$ cat config.mk
export PLATFORM = sky130hd
export DESIGN_NAME = ptc_timer_counter
export DESIGN_NICKNAME = d
export VERILOG_FILES = /design/src/ptc_pkg.sv /design/src/ptc_timer_counter.sv
export VERILOG_INCLUDE_DIRS = /design/src
export SDC_FILE = /design/constraint.sdc
export NUM_CORES = 2
export LEC_CHECK = 0
export ABC_AREA = 1
export CAP_MARGIN = 20
export CORE_MARGIN = 4
export CORE_UTILIZATION = 65
export DETAILED_ROUTE_END_ITERATION = 8
export DONT_BUFFER_PORTS = 1
export PLACE_DENSITY = 0.81
export SLEW_MARGIN = 30
export SYNTH_ARGS = -nofsm -noshare
export SYNTH_HDL_FRONTEND = slang
export SYNTH_SLANG_ARGS = --single-unit
$ cat constraint.sdc
create_clock -name clk -period 3.9 [get_ports clk]
set_input_delay 0.195 -clock clk [delete_from_list [all_inputs] [get_ports clk]]
set_output_delay 0.195 -clock clk [all_outputs]
set_load 0.01 [all_outputs]
$ cat src/ptc_consts.svh
`ifndef PTC_CONSTS_SVH
`define PTC_CONSTS_SVH
`default_nettype none
`define PTC_NUM       16
`define PTC_IDX_W     4
`define PTC_VAL_W     10
`define PTC_MAX       10'h3E7
`define PTC_CLK_NS    50
`define PTC_BASE0_US  10000
`define PTC_BASE0_CYC (`PTC_BASE0_US * 1000 / `PTC_CLK_NS)
`define PTC_PRE_W     18
`define PTC_DECADE    4'h9
`define PTC_BCD_LSB   0
`define PTC_BCD_MSB   11
`define PTC_BASE_LSB  12
`define PTC_BASE_MSB  13
`define PTC_HUNDRED   11'h064
`define PTC_TEN       11'h00A
`default_nettype wire
`endif

$ cat src/ptc_pkg.sv
`default_nettype none
package ptc_pkg;
  typedef enum logic [4:0] {
    PTC_OP_NOP,
    PTC_OP_PULSE,
    PTC_OP_EXT,
    PTC_OP_ONDLY,
    PTC_OP_STORED,
    PTC_OP_OFFDLY,
    PTC_OP_TRESET,
    PTC_OP_TSCAN,
    PTC_OP_TLOAD,
    PTC_OP_TLOADBCD,
    PTC_OP_CSET,
    PTC_OP_CRESET,
    PTC_OP_CUP,
    PTC_OP_CDOWN,
    PTC_OP_CSCAN,
    PTC_OP_CLOAD,
    PTC_OP_CLOADBCD
  } ptc_op_e;
  typedef logic [9:0] ptc_val_t;
  typedef logic [1:0] ptc_base_t;
endpackage : ptc_pkg
`default_nettype wire

$ cat src/ptc_timer_counter.sv
// What this block does
// - timers decrement on their own tick, unrelated to the program scan
// - expiry seen by the program only at the next scan operation
// - all timer modes except reset start on a logic result edge only
// - started timer counts down one per base tick, stops at zero
// - a start edge while running reloads the initial value and restarts, except in stored on-delay
// - timing uncertainty at most one base period
// - each timer gives one state bit for boolean scans
// - stored on-delay ignores start input changes once started
// - timer reset restores the initial value and forces the state low
// - on-delay output high after delay, only while start input stays one
// - off-delay output falls only after the delay past the falling edge
// - counters hold three decimal digits, 0 to 999
// - set loads the preset on a rising logic result
// - the preset comes from the primary accumulator
// - counter reset holds zero while the logic result is one
// - count-up adds one per rising edge, steady level changes nothing
// - count-down subtracts one per rising edge, steady level changes nothing
// - preset word is BCD, top four bits ignored
// - counter scan is one whenever the count is nonzero
// - timer load returns remaining time, binary or BCD
// - counter load returns the count, binary or BCD
// - time word: three BCD digits plus two-bit base, top two bits ignored
// - base codes 0..3 give 0.01 s, 0.1 s, 1 s, 10 s ticks
// - off-delay with logic result one holds the initial value
`timescale 1ns/1ps
`include "ptc_consts.svh"
`default_nettype none
module ptc_timer_counter #(
  parameter int unsigned BASE0_CYCLES = `PTC_BASE0_CYC
) (
  input  wire logic                    clk,
  input  wire logic                    resetn,
  input  wire logic                    op_valid,
  input  wire ptc_pkg::ptc_op_e        op_code,
  input  wire logic [`PTC_IDX_W-1:0]   op_idx,
  input  wire logic                    logic_result_bit,
  input  wire logic [15:0]             primary_accumulator,
  output logic [15:0]                  load_word_r,
  output logic                         load_valid_r,
  output logic                         state_bit_r,
  output logic                         state_valid_r
);
  import ptc_pkg::*;

  function automatic ptc_val_t bcd2bin(input logic [11:0] b);
    logic [10:0] s;
    s = 11'(b[11:8]) * `PTC_HUNDRED + 11'(b[7:4]) * `PTC_TEN + 11'(b[3:0]);
    return (s > 11'(`PTC_MAX)) ? `PTC_MAX : s[9:0];
  endfunction : bcd2bin

  function automatic logic [11:0] bin2bcd(input ptc_val_t v);
    logic [10:0] h;
    logic [10:0] t;
    logic [10:0] o;
    h = 11'(v) / `PTC_HUNDRED;
    t = (11'(v) % `PTC_HUNDRED) / `PTC_TEN;
    o = 11'(v) % `PTC_TEN;
    return {h[3:0], t[3:0], o[3:0]};
  endfunction : bin2bcd

  function automatic logic tmr_state(input ptc_op_e m, input logic run, input logic done, input logic lvl);
    unique case (m)
      PTC_OP_PULSE, PTC_OP_EXT: return run;
      PTC_OP_ONDLY:             return done & lvl;
      PTC_OP_STORED:            return done;
      PTC_OP_OFFDLY:            return lvl | run;
      default:                  return 1'b0;
    endcase
  endfunction : tmr_state

  // time base prescalers
  logic [`PTC_PRE_W-1:0] pre0_r;
  logic [3:0]            ticks;

  assign ticks[0] = (pre0_r == `PTC_PRE_W'(BASE0_CYCLES - 1));

  always_ff @(posedge clk or negedge resetn) begin
    if (!resetn) begin
      pre0_r <= '0;
    end else if (ticks[0]) begin
      pre0_r <= '0;
    end else begin
      pre0_r <= pre0_r + 1'b1;
    end
  end

  genvar k;
  generate
    for (k = 1; k < 4; k++) begin : g_dec
      logic [3:0] dec_r;
      assign ticks[k] = ticks[k-1] & (dec_r == `PTC_DECADE);
      always_ff @(posedge clk or negedge resetn) begin
        if (!resetn) begin
          dec_r <= '0;
        end else if (ticks[k]) begin
          dec_r <= '0;
        end else if (ticks[k-1]) begin
          dec_r <= dec_r + 1'b1;
        end
      end
    end
  endgenerate

  // timer bank
  ptc_val_t  tmr_val  [`PTC_NUM];
  ptc_val_t  tmr_ini  [`PTC_NUM];
  ptc_base_t tmr_base [`PTC_NUM];
  ptc_op_e   tmr_mode [`PTC_NUM];
  logic      tmr_run  [`PTC_NUM];
  logic      tmr_done [`PTC_NUM];
  logic      tmr_lvl  [`PTC_NUM];

  ptc_val_t  acc_val;
  ptc_base_t acc_base;
  logic      lres;
  logic      t_lvl;
  logic      t_edge_op;
  logic      t_start;
  logic      t_hold;
  logic      t_stop;
  logic      t_rst;

  assign lres     = logic_result_bit;
  assign acc_val  = bcd2bin(primary_accumulator[`PTC_BCD_MSB:`PTC_BCD_LSB]);
  assign acc_base = primary_accumulator[`PTC_BASE_MSB:`PTC_BASE_LSB];
  assign t_lvl    = tmr_lvl[op_idx];

  always_comb begin
    t_edge_op = 1'b0;
    t_start   = 1'b0;
    t_hold    = 1'b0;
    t_stop    = 1'b0;
    t_rst     = 1'b0;
    if (op_valid) begin
      unique case (op_code)
        PTC_OP_PULSE, PTC_OP_ONDLY: begin
          t_edge_op = 1'b1;
          t_start   = lres & ~t_lvl;
          t_stop    = ~lres;
        end
        PTC_OP_EXT: begin
          t_edge_op = 1'b1;
          t_start   = lres & ~t_lvl;
        end
        PTC_OP_STORED: begin
          t_edge_op = 1'b1;
          // started or expired: input changes are ignored until reset
          t_start   = lres & ~t_lvl & ~tmr_run[op_idx] & ~tmr_done[op_idx];
        end
        PTC_OP_OFFDLY: begin
          t_edge_op = 1'b1;
          t_hold    = lres;
          t_start   = ~lres & t_lvl;
        end
        PTC_OP_TRESET: t_rst = lres;
        default: ;
      endcase
    end
  end

  always_ff @(posedge clk or negedge resetn) begin
    if (!resetn) begin
      for (int i = 0; i < `PTC_NUM; i++) begin
        tmr_val[i]  <= '0;
        tmr_ini[i]  <= '0;
        tmr_base[i] <= '0;
        tmr_mode[i] <= PTC_OP_NOP;
        tmr_run[i]  <= 1'b0;
        tmr_done[i] <= 1'b0;
        tmr_lvl[i]  <= 1'b0;
      end
    end else begin
      for (int i = 0; i < `PTC_NUM; i++) begin
        // free-running base: first tick lands anywhere within one period
        if (tmr_run[i] && ticks[tmr_base[i]]) begin
          tmr_val[i] <= tmr_val[i] - 1'b1;
          if (tmr_val[i] == 10'h001) begin
            tmr_run[i]  <= 1'b0;
            tmr_done[i] <= 1'b1;
          end
        end
        if (op_valid && op_idx == `PTC_IDX_W'(i)) begin
          if (t_edge_op) begin
            tmr_lvl[i] <= lres;
          end
          if (t_start || t_hold) begin
            tmr_val[i]  <= acc_val;
            tmr_ini[i]  <= acc_val;
            tmr_base[i] <= acc_base;
            tmr_mode[i] <= op_code;
            tmr_run[i]  <= t_start & (acc_val != '0);
            tmr_done[i] <= t_start & (acc_val == '0);
          end else if (t_stop) begin
            tmr_run[i]  <= 1'b0;
            tmr_done[i] <= 1'b0;
          end else if (t_rst) begin
            tmr_val[i]  <= tmr_ini[i];
            tmr_run[i]  <= 1'b0;
            tmr_done[i] <= 1'b0;
            tmr_lvl[i]  <= 1'b0;
          end
        end
      end
    end
  end

  // counter bank
  ptc_val_t cnt_val [`PTC_NUM];
  logic     cnt_ls  [`PTC_NUM];
  logic     cnt_lu  [`PTC_NUM];
  logic     cnt_ld  [`PTC_NUM];
  ptc_val_t cnt_sel;
  logic     c_hit;

  assign cnt_sel = cnt_val[op_idx];
  assign c_hit   = op_valid & lres;

  always_ff @(posedge clk or negedge resetn) begin
    if (!resetn) begin
      for (int i = 0; i < `PTC_NUM; i++) begin
        cnt_val[i] <= '0;
        cnt_ls[i]  <= 1'b0;
        cnt_lu[i]  <= 1'b0;
        cnt_ld[i]  <= 1'b0;
      end
    end else if (op_valid) begin
      unique case (op_code)
        PTC_OP_CSET: begin
          cnt_ls[op_idx] <= lres;
          if (c_hit && !cnt_ls[op_idx]) begin
            cnt_val[op_idx] <= acc_val;
          end
        end
        PTC_OP_CRESET: begin
          if (c_hit) begin
            cnt_val[op_idx] <= '0;
          end
        end
        PTC_OP_CUP: begin
          cnt_lu[op_idx] <= lres;
          if (c_hit && !cnt_lu[op_idx] && cnt_sel != `PTC_MAX) begin
            cnt_val[op_idx] <= cnt_sel + 1'b1;
          end
        end
        PTC_OP_CDOWN: begin
          cnt_ld[op_idx] <= lres;
          if (c_hit && !cnt_ld[op_idx] && cnt_sel != '0) begin
            cnt_val[op_idx] <= cnt_sel - 1'b1;
          end
        end
        default: ;
      endcase
    end
  end

  // scan and load answers
  always_ff @(posedge clk or negedge resetn) begin
    if (!resetn) begin
      load_word_r   <= '0;
      load_valid_r  <= 1'b0;
      state_bit_r   <= 1'b0;
      state_valid_r <= 1'b0;
    end else begin
      load_valid_r  <= 1'b0;
      state_valid_r <= 1'b0;
      if (op_valid) begin
        unique case (op_code)
          PTC_OP_TSCAN: begin
            // sampled here only, so an expiry waits for the next scan
            state_bit_r   <= tmr_state(tmr_mode[op_idx], tmr_run[op_idx],
                                       tmr_done[op_idx], tmr_lvl[op_idx]);
            state_valid_r <= 1'b1;
          end
          PTC_OP_CSCAN: begin
            state_bit_r   <= (cnt_sel != '0);
            state_valid_r <= 1'b1;
          end
          PTC_OP_TLOAD: begin
            load_word_r  <= {6'h00, tmr_val[op_idx]};
            load_valid_r <= 1'b1;
          end
          PTC_OP_TLOADBCD: begin
            load_word_r  <= {2'b00, tmr_base[op_idx], bin2bcd(tmr_val[op_idx])};
            load_valid_r <= 1'b1;
          end
          PTC_OP_CLOAD: begin
            load_word_r  <= {6'h00, cnt_sel};
            load_valid_r <= 1'b1;
          end
          PTC_OP_CLOADBCD: begin
            load_word_r  <= {4'h0, bin2bcd(cnt_sel)};
            load_valid_r <= 1'b1;
          end
          default: ;
        endcase
      end
    end
  end

  logic tmr_sel_run;
  assign tmr_sel_run = tmr_run[op_idx];
endmodule : ptc_timer_counter
`default_nettype wire

==> flow_summary.yaml <==
outcome:
  status: "finished with violations"
  violations: "hold timing, slew limit, setup timing"
timing:
  finalCritPeriodShare: 1.01
  maxSlewHeadroom: -0.587
  setup_viol: 3
  hold_viol: 735
  worst_pin_slew_ns: 2.38
  slew_viol_final: 392
  setup_ws_ns: -0.0439
  fin_skew_ns: 0.0359
  clock.fmax_ghz: 0.254
  final.min_clock_period_ns: 3.94
  whs_ns: -0.740
  finalSetupTns_ns: -0.0999
  rsz0062_at_grt: "yes"
critical_path:
  cp_data_required_time_ns: 4.45
  cpMostUsedCell: "nand2_1"
  worstPathMaxFanout: 7
  slowest_stage: "dfrtp_1"
  worst-path-stages: 37
  worst_ep_arrival_time_ns: 4.50
  r2r-end: "load_word_r[2]"
  critical_path_class: "flop to flop"
  crit_buf_inv: 3
  r2r_setup_slack_ns: -0.04
  crit_path_end: "load_word_r[2]"
  critPathLaunch: "tmr_val[87]"
  r2r_cells: 37
  max_stage_delay_ns: 0.41
  critPathCaptureType: "flop"
  timing.rr.start: "tmr_val[87]"
  cp_top_family: "simple AND/OR/NAND/NOR gates"
  critPathLaunchType: "flop"
synth:
  synthTopCellsByCount: "1258 x nand2_1, 969 x o21ai_0, 735 x dfrtp_1"
  synth_cell_types: 72
  yosysWarnings: 0
  yosys.area_share.simple: 0.213
  synth_top_area_share: 0.414
  yosys.area.top_type: "dfrtp_1"
  synth_top_family_by_area: "compound AO/OA/AOI/OAI gates"
  yosysMostFrequentCell: "nand2_1"
  synth.mux.area_fraction: 0.000225
  synth_ff_type: "dfrtp_1"
  synth_edf_count: 0
  syn_area_per_cell_um2: 7.33
  syn_inst: 6061
  synth.area.top_cells: "dfrtp_1 41%, o21ai_0 11%, nand2_1 11%"
  synthArstFlopShare: 1.00
  synth_fa_ha_area_frac: 0.0211
  synth-xor-area-share: 0.0279
  synth_compound_area_frac: 0.230
  yosysSeqAreaShare: 0.414
  ys_ff_latch: 735
  synth.cell_area_um2: 44400
cts:
  cts.htree.levels: 3
  cts_made_buffers: 82
  tritoncts: "yes"
  cts_buffer_depth: 3
  clock_latency_ns: 0.67
  cts-root-buf: "clkbuf_16"
  cts_num_sinks: 735
  path_clk_slew_ns: 0.06
  ctsHoldBuffers: 7
detailed_routing:
  ant_nets: 0
  drt-initial-drc-count: 6485
  firstDrtPassIters: 9
  viasPerCell: 6.39
  wirelength_um: 158000
  drc: 0
  num_vias: 45800
  wire_per_inst_um: 22.1
global_routing:
  antenna_found_initial: 4
  grt_usage: 0.420
  grt_max_degree: 736
  grt_pass1_wl_um: 241000
  gr-total-overflow: 0
  grt_pass1_vias: 43000
floorplan:
  fp.coreArea_um2: 67500
  start_util: 0.658
  die_width_um: 269
  die-area_um2: 72600
  ioPinCount: 48
  row_count: 95
  die_y_um: 269
power_and_ir_drop:
  p_clk_frac: 0.343
  intPower_mw: 15.7
  swShare: 0.354
  power_mw: 24.4
  p_sw_mw: 8.61
  p_leak_nw: 24.3
  vdd_drop_max_mv: 0.515
  seqPwrFrac: 0.382
  powerDensity_nw_per_um2: 476
  combPwrFrac: 0.275
place:
  port_buffers: 0
  gp_congestion: 0.962
  pre_cts_ws_ns: -0.192
  dp_hpwl_um: 103000
final_layout:
  fillerInstances: 5022
  fin_nets: 6317
  drive_gt1_frac: 0.122
  area_growth_pct: 15.2
job:
  drv_cap: 0
hold_path:
  hold_class: "primary input to asynchronous set/reset pin"
## cell type report
class / instances / area, µm² / share of cell area
Clock inverter: 36 / 513 / 0.0100
Timing Repair Buffer: 398 / 3700 / 0.0722
Multi-Input combinational cell: 4288 / 22400 / 0.437
Clock buffer: 118 / 2420 / 0.0472
Sequential cell: 735 / 18400 / 0.359
Tap cell: 873 / 1090 / 0.0213
Antenna cell: 4 / 10.0 / 0.000196
Inverter: 711 / 2690 / 0.0526
## power groups by stage
stage               sequential [mW]  combinational [mW]  clock, mW
floorplan                      9.16                3.37          0
global placement               9.35                5.93          0
detailed placement             9.38                6.05          0
CTS                            9.26                6.12       8.37
global route                   9.38                7.06       8.70
finish                         9.29                6.70       8.36
## cells by family after synthesis
family	count (synthesis)
muxes	1
and+or+nand+nor	2297
other	1
AOI/OAI and AO/OA	1776
buffers and inverters	1039
xor gates and xnor gates	140
adders and majority gates	72
DFF	735
## repair_timing
| action | in CTS | in global routing |
|---|---|---|
| endpoints found under the hold margin | 809 | 735 |
| buffers inserted | 1 | 38 |
| endpoints found under the setup margin | 3 | 7 |
| resized for setup | 9 | 140 |
| cloned | 0 | 0 |
| pin swaps | 1 | 76 |
## flip-flops by register name, summed over array words and instances (netlist names), 18 cells and up
signal and cells:
tmr_ini 160, tmr_val 160, cnt_val 160, tmr_base 32, pre0_r 18, tmr_mode 80
## worst min path at each step
stage / startpoint / end / cells past startpoint
global route: resetn / tmr_ini[46] / 0
detailed placement: resetn / tmr_ini[46] / 0
floorplan: resetn / cnt_ld[0] / 0
global placement: resetn / tmr_ini[46] / 0
finish: resetn / tmr_ini[46] / 0
CTS: resetn / tmr_ini[46] / 0
## routing by layer
| layer | up-vias | part of all wire | track usage |
|---|---|---|---|
| met4 | 0 | 0.070 | 0.238 |
| met1 | 21400 | 0.37 | 0.545 |
| met5 | - | 0 | 0 |
| met3 | 770 | 0.14 | 0.137 |
| met2 | 3059 | 0.43 | 0.621 |
| li1 | 20600 | - | - |
## metrics by stage
step                cell area (µm²)  instances   util
floorplan                     44400       6062      -
global placement              47500       6961  0.703
detailed placement            47500       6961  0.703
CTS                           50500       7123  0.748
global route                  51200       7159  0.758
finish                        51200       7163  0.758
## worst register-to-register path, delay by kind of cell, from the launching register on
family | cells | cell delay, ns
AND/OR/NAND/NOR | 34 | 3.16
buffers and inverters | 3 | 0.25
flip-flops | 1 | 0.41
## cell usage in the layout, fill, tap and decap left out, types with 67 or more instances in the layout
master	count
nand2_1	1184
o21ai_0	961
dfrtp_1	734
inv_1	673
nor2_1	663
buf_4	333
a21oi_1	181
a31oi_1	137
o211ai_1	130
xor2_1	117
nand3_1	108
o22ai_1	106
nand2_2	101
clkbuf_16	82
nor3_1	76
a22oi_1	75
o221ai_1	69
ha_1	67
Note: power is estimated with default switching activity, not from simulation.
